--- src/core/clk_ctrl_pkg.sv ---
package clk_ctrl_pkg;

  // Register byte addresses
  localparam logic [7:0] OFS_OSC_CTRL = 8'h00;
  localparam logic [7:0] OFS_PLL_FBD = 8'h04;
  localparam logic [7:0] OFS_TRIM = 8'h08;
  localparam logic [7:0] OFS_UNLOCK = 8'h0C;

  // Oscillator control fields
  localparam int CUR_LSB = 12;
  localparam int REQ_LSB = 8;
  localparam int LOCK_BIT = 5;
  localparam int CF_BIT = 3;
  localparam int SEC_EN_BIT = 1;
  localparam int SW_REQ_BIT = 0;

  localparam int PLL_MULT_W = 9;
  localparam int TRIM_W = 6;
  localparam logic [8:0] PLL_MULT_RESET = 9'h030;
  localparam logic [9:0] PLL_FACTOR_BASE = 10'h002;
  localparam logic [5:0] TRIM_RESET = 6'h00;

  // Unlock keys, values arbitrary
  localparam logic [15:0] KEY_HI_A = 16'h00A5;
  localparam logic [15:0] KEY_HI_B = 16'h005A;
  localparam logic [15:0] KEY_LO_A = 16'h00C3;
  localparam logic [15:0] KEY_LO_B = 16'h003C;

  // Source selector codes
  localparam logic [2:0] SRC_FRC = 3'h0;
  localparam logic [2:0] SRC_FRC_PLL = 3'h1;
  localparam logic [2:0] SRC_PRI = 3'h2;
  localparam logic [2:0] SRC_PRI_PLL = 3'h3;
  localparam logic [2:0] SRC_SEC = 3'h4;
  localparam logic [2:0] SRC_LOW_POWER_RC_OSC = 3'h5;

  // Oscillator enable bit positions
  localparam int OSC_PRI = 0;
  localparam int OSC_SEC = 1;
  localparam int OSC_FRC = 2;
  localparam int OSC_LOW_POWER_RC_OSC = 3;
  localparam int OSC_PLL = 4;
  localparam int OSC_W = 5;

  localparam logic [3:0] SWITCH_WAIT_TICKS = 4'hA;

  typedef enum {SW_IDLE, SW_WAIT, SW_COUNT} sw_state_type;
  typedef enum {PWR_RUN, PWR_SLEEP, PWR_IDLE} pwr_state_type;

  function automatic logic usesPll(input logic [2:0] src);
    usesPll = (src == SRC_FRC_PLL) || (src == SRC_PRI_PLL);
  endfunction : usesPll

  function automatic logic usesCrystal(input logic [2:0] src);
    usesCrystal = (src == SRC_PRI) || (src == SRC_PRI_PLL);
  endfunction : usesCrystal

  function automatic logic [4:0] srcMask(input logic [2:0] src);
    srcMask = 5'h00;
    case (src)
      SRC_PRI: srcMask[OSC_PRI] = 1'b1;
      SRC_PRI_PLL: srcMask = 5'h11;
      SRC_FRC_PLL: srcMask = 5'h14;
      SRC_SEC: srcMask[OSC_SEC] = 1'b1;
      SRC_LOW_POWER_RC_OSC: srcMask[OSC_LOW_POWER_RC_OSC] = 1'b1;
      default: srcMask[OSC_FRC] = 1'b1;
    endcase
  endfunction : srcMask

endpackage : clk_ctrl_pkg

--- src/core/clock_switch_control.sv ---
`timescale 1ns/1ps
module clock_switch_control
(
  input wire logic ref_clk,
  input wire logic rstn,
  input wire logic [7:0] regAddr,
  input wire logic [15:0] regWdata,
  input wire logic regWr,
  input wire logic regRd,
  output logic [15:0] regRdata,
  input wire logic switchMonitorCfg,
  input wire logic [2:0] initialSourceCfg,
  input wire logic watchdogEnable,
  input wire logic startupTimerDone,
  input wire logic pllLocked,
  input wire logic newClockTick,
  input wire logic oscFail,
  input wire logic powerSaveReq,
  input wire logic powerSaveSleep,
  input wire logic wakeIrq,
  input wire logic watchdogTimeout,
  output logic [2:0] systemSource,
  output logic [clk_ctrl_pkg::OSC_W-1:0] oscEnable,
  output logic [8:0] pllFeedbackMult,
  output logic [9:0] pllFactor,
  output logic [5:0] fastRcTrim,
  output logic startupTimerStart,
  output logic clockFailTrap,
  output logic watchdogClear,
  output logic monitorActive,
  output logic sysClockEn,
  output logic periphClockEn,
  output logic cpuClockEn
);
  import clk_ctrl_pkg::*;

  ////////////////////////////////////////////////////////////////////////
  logic initDone_q;
  logic [2:0] curSrc_q;
  logic [2:0] reqSrc_q;
  logic [2:0] targetSrc_q;
  logic swReq_q;
  logic lockFlag_q;
  logic cfFlag_q;
  logic secEn_q;
  logic [8:0] pllMult_q;
  logic [9:0] pllFactor_q;
  logic [5:0] trim_q;
  logic [1:0] keyStage_q;
  logic unlockHi_q;
  logic unlockLo_q;
  logic [3:0] tickCnt_q;
  logic ostNeeded_q;
  logic [OSC_W-1:0] oscEn_q;
  logic [OSC_W-1:0] oscEn_d;
  logic [15:0] rdata_q;
  logic ostStart_q;
  logic trap_q;
  logic wdtClr_q;
  logic wakeHeld_q;
  sw_state_type swState_q;
  pwr_state_type pwrState_q;

  logic switchEn;
  logic inSleep;
  logic failEvt;
  logic hiWr;
  logic loWr;
  logic swStart;
  logic swRedundant;
  logic srcReady;
  logic swDone;
  logic wakeEvt;

  // Config bit high keeps both features off
  assign switchEn = ~switchMonitorCfg;
  assign inSleep = (pwrState_q == PWR_SLEEP);
  // Monitor is blind in Sleep since the clock it watches is off
  assign failEvt = oscFail && switchEn && !inSleep && initDone_q;
  assign hiWr = regWr && (regAddr == OFS_OSC_CTRL) && unlockHi_q;
  assign loWr = regWr && (regAddr == OFS_OSC_CTRL) && unlockLo_q;
  assign swRedundant = (swState_q == SW_IDLE) && swReq_q && switchEn
    && !failEvt && (reqSrc_q == curSrc_q);
  assign swStart = (swState_q == SW_IDLE) && swReq_q && switchEn
    && !failEvt && initDone_q && (reqSrc_q != curSrc_q);
  assign srcReady = (!ostNeeded_q || startupTimerDone)
    && (!usesPll(targetSrc_q) || pllLocked);
  // Sleep freezes the count, so a stray tick must not finish the switch
  assign swDone = (swState_q == SW_COUNT) && newClockTick && !failEvt
    && !inSleep
    && (tickCnt_q == SWITCH_WAIT_TICKS - 4'h1);
  assign wakeEvt = wakeIrq || watchdogTimeout;

  ////////////////////////////////////////////////////////////////////////
  // Unlock keys: each pair arms one byte for the very next write only
  always_ff @(posedge ref_clk or negedge rstn)
  begin
    if (!rstn)
    begin
      keyStage_q <= 2'h0;
      unlockHi_q <= 1'b0;
      unlockLo_q <= 1'b0;
    end
    else if (regWr)
    begin
      keyStage_q <= 2'h0;
      unlockHi_q <= 1'b0;
      unlockLo_q <= 1'b0;
      if (regAddr == OFS_UNLOCK)
      begin
        if (regWdata == KEY_HI_A)
          keyStage_q <= 2'h1;
        else if (regWdata == KEY_LO_A)
          keyStage_q <= 2'h2;
        else if (keyStage_q == 2'h1 && regWdata == KEY_HI_B)
          unlockHi_q <= 1'b1;
        else if (keyStage_q == 2'h2 && regWdata == KEY_LO_B)
          unlockLo_q <= 1'b1;
      end
    end
  end

  ////////////////////////////////////////////////////////////////////////
  // Requested selector, high byte
  always_ff @(posedge ref_clk or negedge rstn)
  begin
    if (!rstn)
      reqSrc_q <= SRC_FRC;
    else if (!initDone_q)
      reqSrc_q <= initialSourceCfg;
    else if (hiWr)
      reqSrc_q <= regWdata[REQ_LSB +: 3];
  end

  // Switch request: hardware clear wins, forced low when disabled
  always_ff @(posedge ref_clk or negedge rstn)
  begin
    if (!rstn)
      swReq_q <= 1'b0;
    else if (!switchEn)
      swReq_q <= 1'b0;
    else if (swRedundant || swDone)
      swReq_q <= 1'b0;
    else if (loWr && regWdata[SW_REQ_BIT])
      swReq_q <= 1'b1;
  end

  always_ff @(posedge ref_clk or negedge rstn)
  begin
    if (!rstn)
      secEn_q <= 1'b0;
    else if (loWr)
      secEn_q <= regWdata[SEC_EN_BIT];
  end

  // Fail flag: failure set beats any clear in the same cycle
  always_ff @(posedge ref_clk or negedge rstn)
  begin
    if (!rstn)
      cfFlag_q <= 1'b0;
    else if (failEvt)
      cfFlag_q <= 1'b1;
    else if (swStart)
      cfFlag_q <= 1'b0;
    else if (loWr && !regWdata[CF_BIT])
      cfFlag_q <= 1'b0;
  end

  always_ff @(posedge ref_clk or negedge rstn)
  begin
    if (!rstn)
      lockFlag_q <= 1'b0;
    else if (swStart)
      lockFlag_q <= 1'b0;
    else
      lockFlag_q <= pllLocked && oscEn_q[OSC_PLL];
  end

  always_ff @(posedge ref_clk or negedge rstn)
  begin
    if (!rstn)
    begin
      pllMult_q <= PLL_MULT_RESET;
      pllFactor_q <= PLL_FACTOR_BASE + {1'b0, PLL_MULT_RESET};
    end
    else
    begin
      if (regWr && regAddr == OFS_PLL_FBD)
        pllMult_q <= regWdata[PLL_MULT_W-1:0];
      pllFactor_q <= PLL_FACTOR_BASE + {1'b0, pllMult_q};
    end
  end

  always_ff @(posedge ref_clk or negedge rstn)
  begin
    if (!rstn)
      trim_q <= TRIM_RESET;
    else if (regWr && regAddr == OFS_TRIM)
      trim_q <= regWdata[TRIM_W-1:0];
  end

  ////////////////////////////////////////////////////////////////////////
  // Current source; strap caught on the first edge after reset release
  always_ff @(posedge ref_clk or negedge rstn)
  begin
    if (!rstn)
    begin
      initDone_q <= 1'b0;
      curSrc_q <= SRC_FRC;
    end
    else if (!initDone_q)
    begin
      initDone_q <= 1'b1;
      curSrc_q <= initialSourceCfg;
    end
    else if (failEvt)
      curSrc_q <= usesPll(curSrc_q) ? SRC_FRC_PLL : SRC_FRC;
    else if (swDone)
      curSrc_q <= targetSrc_q;
  end

  // Switch sequencer, SW_WAIT and SW_COUNT frozen in Sleep
  always_ff @(posedge ref_clk or negedge rstn)
  begin
    if (!rstn)
    begin
      swState_q <= SW_IDLE;
      targetSrc_q <= SRC_FRC;
      tickCnt_q <= 4'h0;
      ostNeeded_q <= 1'b0;
      ostStart_q <= 1'b0;
    end
    else
    begin
      ostStart_q <= 1'b0;
      case (swState_q)
        SW_IDLE:
        begin
          if (swStart)
          begin
            targetSrc_q <= reqSrc_q;
            tickCnt_q <= 4'h0;
            // Crystal already running needs no new start-up wait
            ostNeeded_q <= usesCrystal(reqSrc_q) && !oscEn_q[OSC_PRI];
            ostStart_q <= usesCrystal(reqSrc_q) && !oscEn_q[OSC_PRI];
            swState_q <= SW_WAIT;
          end
        end
        SW_WAIT:
        begin
          if (failEvt)
            swState_q <= SW_IDLE;
          else if (!inSleep && srcReady)
            swState_q <= SW_COUNT;
        end
        SW_COUNT:
        begin
          if (failEvt || swDone)
            swState_q <= SW_IDLE;
          else if (newClockTick && !inSleep)
            tickCnt_q <= tickCnt_q + 4'h1;
        end
        default: swState_q <= SW_IDLE;
      endcase
    end
  end

  ////////////////////////////////////////////////////////////////////////
  // Oscillator enables follow the sources in use, so the old one drops
  always_comb
  begin
    oscEn_d = srcMask(curSrc_q);
    if (swState_q != SW_IDLE)
      oscEn_d = oscEn_d | srcMask(targetSrc_q);
    if (secEn_q)
      oscEn_d[OSC_SEC] = 1'b1;
    if (watchdogEnable || switchEn)
      oscEn_d[OSC_LOW_POWER_RC_OSC] = 1'b1;
    if (inSleep)
    begin
      oscEn_d = '0;
      oscEn_d[OSC_SEC] = secEn_q;
      oscEn_d[OSC_LOW_POWER_RC_OSC] = watchdogEnable;
    end
  end

  always_ff @(posedge ref_clk or negedge rstn)
  begin
    if (!rstn)
      oscEn_q <= '0;
    else
      oscEn_q <= oscEn_d;
  end

  always_ff @(posedge ref_clk or negedge rstn)
  begin
    if (!rstn)
      trap_q <= 1'b0;
    else
      trap_q <= failEvt;
  end

  ////////////////////////////////////////////////////////////////////////
  // Power-save modes
  always_ff @(posedge ref_clk or negedge rstn)
  begin
    if (!rstn)
    begin
      pwrState_q <= PWR_RUN;
      wdtClr_q <= 1'b0;
      wakeHeld_q <= 1'b0;
    end
    else
    begin
      wdtClr_q <= 1'b0;
      wakeHeld_q <= 1'b0;
      case (pwrState_q)
        PWR_RUN:
        begin
          if (powerSaveReq)
          begin
            wdtClr_q <= 1'b1;
            wakeHeld_q <= wakeEvt;
            pwrState_q <= powerSaveSleep ? PWR_SLEEP : PWR_IDLE;
          end
        end
        PWR_SLEEP, PWR_IDLE:
        begin
          if (wakeEvt || wakeHeld_q)
            pwrState_q <= PWR_RUN;
        end
        default: pwrState_q <= PWR_RUN;
      endcase
    end
  end

  ////////////////////////////////////////////////////////////////////////
  // Register read, data one cycle after the strobe
  always_ff @(posedge ref_clk or negedge rstn)
  begin
    if (!rstn)
      rdata_q <= 16'h0000;
    else if (regRd)
    begin
      case (regAddr)
        OFS_OSC_CTRL:
          rdata_q <= {1'b0, curSrc_q, 1'b0, reqSrc_q, 2'b00, lockFlag_q,
            1'b0, cfFlag_q, 1'b0, secEn_q, swReq_q};
        OFS_PLL_FBD: rdata_q <= {7'h00, pllMult_q};
        OFS_TRIM: rdata_q <= {10'h000, trim_q};
        default: rdata_q <= 16'h0000;
      endcase
    end
    else
      rdata_q <= 16'h0000;
  end

  assign regRdata = rdata_q;
  assign systemSource = curSrc_q;
  assign oscEnable = oscEn_q;
  assign pllFeedbackMult = pllMult_q;
  assign pllFactor = pllFactor_q;
  assign fastRcTrim = trim_q;
  assign startupTimerStart = ostStart_q;
  assign clockFailTrap = trap_q;
  assign watchdogClear = wdtClr_q;
  assign monitorActive = switchEn && !inSleep;
  assign sysClockEn = !inSleep;
  assign periphClockEn = !inSleep;
  // Switching never gates the processor
  assign cpuClockEn = (pwrState_q == PWR_RUN);
endmodule : clock_switch_control

--- config.mk ---
export PLATFORM = sky130hd
export DESIGN_NAME = clock_switch_control
export DESIGN_NICKNAME = d
export VERILOG_FILES = /design/src/core/clk_ctrl_pkg.sv /design/src/core/clock_switch_control.sv
export SDC_FILE = /design/constraint.sdc
export NUM_CORES = 1
export LEC_CHECK = 0
export ABC_AREA = 0
export BUFFER_PORTS_ARGS = -buffer_cell sky130_fd_sc_hd__buf_2
export CAP_MARGIN = 20
export CELL_PAD_IN_SITES_DETAIL_PLACEMENT = 1
export CELL_PAD_IN_SITES_GLOBAL_PLACEMENT = 2
export CORE_UTILIZATION = 33
export CTS_CLUSTER_SIZE = 16
export DETAILED_ROUTE_END_ITERATION = 8
export GPL_ROUTABILITY_DRIVEN = 0
export PLACE_DENSITY = 0.81
export SLEW_MARGIN = 20
export SYNTH_ARGS = -nofsm -noshare
export SYNTH_HDL_FRONTEND = slang
export SYNTH_SLANG_ARGS = --single-unit
--- constraint.sdc ---
create_clock -name ref_clk -period 2.1 [get_ports ref_clk]
set_input_delay 0.21 -clock ref_clk [delete_from_list [all_inputs] [get_ports ref_clk]]
set_output_delay 0.21 -clock ref_clk [all_outputs]
set_load 0.01 [all_outputs]
==> impl_summary.log <==
INFO  metric outcome = complete, no violations
INFO  metric grt_total_ovfl = 0
INFO  metric post-cts-setup-buffer-count = 0
INFO  metric critical_path_class = reg -> reg
INFO  metric clk_transition_reported_paths = 0.08 ns
INFO  metric ir_worst_vdd = roughly 0.00036 V
INFO  metric drc = 0
INFO  metric num_antenna_cells = 0
INFO  metric max_freq = 0.5272 GHz
INFO  metric synth_top_area_cell = sky130_fd_sc_hd__dfrtp_1
INFO  metric crit-reg2reg-launch = pwrState_q[1]
INFO  metric route.detailed.wl_per_inst = about 16 µm
INFO  metric grt_pass1_vias = 2,602
INFO  metric synth.yosys.seq_area_share = 55.68%
INFO  metric grtUsageTotal = 16.87%
INFO  metric setup_violations = 0
INFO  metric tritoncts = built
INFO  metric cell_at_the_root_of_the_clock_tree = sky130_fd_sc_hd__clkbuf_8
INFO  metric start_kind = flop
INFO  metric postSynthCellCount = 292
INFO  metric firstDrtPassIters = 4
INFO  metric clk-insertion-delay-late = roughly 0.34 ns
INFO  metric flip_flop_and_latch_count_after_synthesis = 75
INFO  metric regToRegSetupSlack = 0.20 ns
INFO  metric synth_enable_flop_cells = 0
INFO  metric maximum_number_of_pins_on_one_net_before_global_route_repair = 47
INFO  metric power.switching_fraction = 28.58%
INFO  metric share_clk_of_total_power = 31.5%
INFO  metric design.final.nets = 441
INFO  metric grt_pass1_wl = about 13,000 µm
INFO  metric timing.hold.worst.class = in -> reg
INFO  metric route.final.wire_length = 8622 µm
INFO  metric max_slew_violation_count = 0
INFO  metric finalCoreUtilization = 42.54%
INFO  metric routed_via_density = 4.914
INFO  metric coreArea = 9864 µm²
INFO  metric critical_path_peak_fanout = 8
INFO  metric rr_endpoint = systemSource[1]
INFO  metric total_switching_power = a little under 0.9 mW
INFO  metric comb_power_share = about 16%
INFO  metric die_area = 10,660 µm²
INFO  metric synth_top_area_share = 51.79%
INFO  metric final.period_utilization = 90.32%
INFO  metric setup_total_neg_slack = 0 ns
INFO  metric cellLeakagePower = 2.164 nW
INFO  metric fin_skew = 0.007958 ns
INFO  metric postSynth.topFlopCell = sky130_fd_sc_hd__dfrtp_1
INFO  metric cts_max_level = 3
INFO  metric share_of_cells_above_drive_strength_1 = approximately two fifths
INFO  metric worst_case_hold_path_end_point = oscEnable[3]
INFO  metric number_of_distinct_library_cells_after_synthesis = 51
INFO  metric asyncSetResetFlopFracSynth = 100.0%
INFO  metric port_buffers = 94
INFO  metric route.vias.total = 2,614
INFO  metric dr.first_iter.drc_count = 45
INFO  metric start_util = 34.28%
INFO  metric numClockSinks = between 70 and 80
INFO  metric cp_data_arrival_time = 2.11 ns
INFO  metric hold_path_depth = 2
INFO  metric rsz0062_at_grt = no
INFO  metric die_height = 103.2 µm
INFO  metric p_int = 2.161 mW
INFO  metric p_per_area = 721.0 nW/µm²
INFO  metric synth-warning-count = 0
INFO  metric post-dp-hpwl = 6695 µm
INFO  metric drv.max_cap_violation_count = 0
INFO  metric io-pin-count = 97
INFO  metric final_hold_violation_count = 0
INFO  metric layout_min_cycle_time = 1.897 ns
INFO  metric floorplan.rows = 36
INFO  metric synth_area_per_cell = approximately 12 µm²
INFO  metric crit_path_end_kind = flop
INFO  metric fp.dieW = 103.2 µm
INFO  metric syn-cell-area = 3382 µm²
INFO  metric synth_area_leaders = sky130_fd_sc_hd__dfrtp_1 52%, sky130_fd_sc_hd__mux2_2 7.7%, sky130_fd_sc_hd__dfstp_2 3.9%
INFO  metric worstHoldStart = watchdogEnable
INFO  metric ff2ff_path_depth = 6
INFO  metric worstPathRequired = 2.32 ns
INFO  metric share_seq_of_total_power = 52.7%
INFO  metric tritoncts.num_buffers = 9
INFO  metric flow.area_growth_from_synthesis = 24.08%
INFO  metric max-clock-path-buffers = 2
INFO  metric antenna_found_initial = 0
INFO  metric detail-route-antenna-nets = 0
cell families (layout without fill, tap and decap cells):
group,Yosys count,count (layout),synth area share (%)
and+or+nand+nor,110,110,18.94
DFF,75,75,55.68
AOI/OAI and AO/OA,34,34,7.177
muxes,29,29,9.434
buffers and inverters,24,130,3.219
xor gates and xnor gates,12,12,3.108
adders and majority gates,6,6,2.220
other,2,3,0.2221
synth_stat cells, types with 2 or more instances:
cell,number
sky130_fd_sc_hd__a22oi_1,2
sky130_fd_sc_hd__o31ai_1,2
sky130_fd_sc_hd__nand4_1,6
sky130_fd_sc_hd__a21oi_1,12
sky130_fd_sc_hd__nand3_1,9
sky130_fd_sc_hd__o22ai_1,2
sky130_fd_sc_hd__dfstp_2,5
sky130_fd_sc_hd__a211o_1,2
sky130_fd_sc_hd__xor2_1,4
sky130_fd_sc_hd__nand3b_1,5
sky130_fd_sc_hd__clkbuf_1,3
sky130_fd_sc_hd__and4_1,2
sky130_fd_sc_hd__ha_1,6
sky130_fd_sc_hd__nor2_1,26
sky130_fd_sc_hd__buf_4,4
sky130_fd_sc_hd__mux2_2,23
sky130_fd_sc_hd__and3_1,15
sky130_fd_sc_hd__inv_1,14
sky130_fd_sc_hd__xnor2_1,8
sky130_fd_sc_hd__nand2_1,11
sky130_fd_sc_hd__and2_1,4
sky130_fd_sc_hd__nor3_1,5
sky130_fd_sc_hd__nor3b_1,4
sky130_fd_sc_hd__a22o_1,4
sky130_fd_sc_hd__or2_2,2
sky130_fd_sc_hd__buf_2,3
sky130_fd_sc_hd__nor2b_1,6
sky130_fd_sc_hd__or3b_2,3
sky130_fd_sc_hd__conb_1,2
sky130_fd_sc_hd__mux2i_1,6
sky130_fd_sc_hd__dfrtp_1,70
sky130_fd_sc_hd__nand2b_1,3
how the worst max path moves through the flow:
stage	from	endpoint	slack (ns)	depth (start not counted)
floorplan	pwrState_q[1]	ostNeeded_q	0.31	7
global placement	pwrState_q[1]	ostNeeded_q	0.21	6
detailed placement	pwrState_q[1]	ostNeeded_q	0.11	6
CTS	pwrState_q[1]	targetSrc_q[2]	0.09	6
global route	pwrState_q[1]	ostNeeded_q	0.06	6
finish	pwrState_q[1]	systemSource[1]	0.20	6
state kept, by name, summed over array words and instances, names as in the netlist, 3 cells and up:
register,count
pllFeedbackMult,9
pllFactor,10
tickCnt_q,4
oscEnable,5
fastRcTrim,6
regRdata,14
reqSrc_q,3
targetSrc_q,3
systemSource,3
final cells by class:
type	instances	area (µm²)
fillers	1137	5668
flip-flops and latches	75	1883
multi-input cells	194	1398
repair buffers	100	533.0
well taps	133	166.4
clock buffers	11	131.4
inverters	14	52.55
clock inverters	5	32.53
metal layers:
layer  wire length [µm]  track usage (%)  up-vias
met2               4271            29.03       69
met4                 82            5.742        0
met3                344            2.823        6
met5                  0                0        -
met1               3924            21.62     1311
li1                   -                -     1228
worst max-delay path, cell delays in order (launching register included):
cell and delay, ns:
sky130_fd_sc_hd__dfrtp_1 0.38, sky130_fd_sc_hd__inv_1 0.08, sky130_fd_sc_hd__ha_1 0.32, sky130_fd_sc_hd__nand4bb_1 0.32
sky130_fd_sc_hd__nand3b_1 0.18, sky130_fd_sc_hd__nand2_1 0.16, sky130_fd_sc_hd__mux2_2 0.35
what timing repair did:
| item | in CTS | in global routing |
|---|---|---|
| setup endpoints to repair | 0 | 2 |
| resized for setup | 0 | 1 |
| hold buffers | 1 | 0 |
| hold endpoints to repair | 29 | 0 |
per-stage QoR:
stage                     instances  power, mW  setup slack [ns]  area (µm²)  hold slack [ns]
after global placement          515      2.092            0.2133        4019           0.1641
after detailed placement        515      2.109            0.1108        4019           0.1694
after global routing            532      3.168           0.05848        4197          0.03089
final                           532      3.026            0.2032        4197          0.04551
after CTS                       532      3.067           0.08971        4193          0.03181
after floorplan                 293      1.870            0.3098        3386         -0.08559
power by group through the flow:
stage | Sequential, mW | Combinational (mW) | Clock (mW)
floorplan | 1.63 | 0.241 | 0
global placement | 1.62 | 0.470 | 0
detailed placement | 1.63 | 0.482 | 0
CTS | 1.60 | 0.488 | 0.983
global route | 1.61 | 0.529 | 1.03
finish | 1.59 | 0.479 | 0.952
layout by cell type (no fill, tap or decap), types with 8 or more instances in the layout:
cell type	instances
sky130_fd_sc_hd__mux2_2	23
sky130_fd_sc_hd__nand3_1	9
sky130_fd_sc_hd__inv_1	14
sky130_fd_sc_hd__clkbuf_8	9
sky130_fd_sc_hd__xnor2_1	8
sky130_fd_sc_hd__dfrtp_1	70
sky130_fd_sc_hd__nor2_1	26
sky130_fd_sc_hd__buf_2	93
sky130_fd_sc_hd__and3_1	15
sky130_fd_sc_hd__a21oi_1	11
sky130_fd_sc_hd__nand2_1	11
Note: power is estimated with default switching activity, not from simulation.
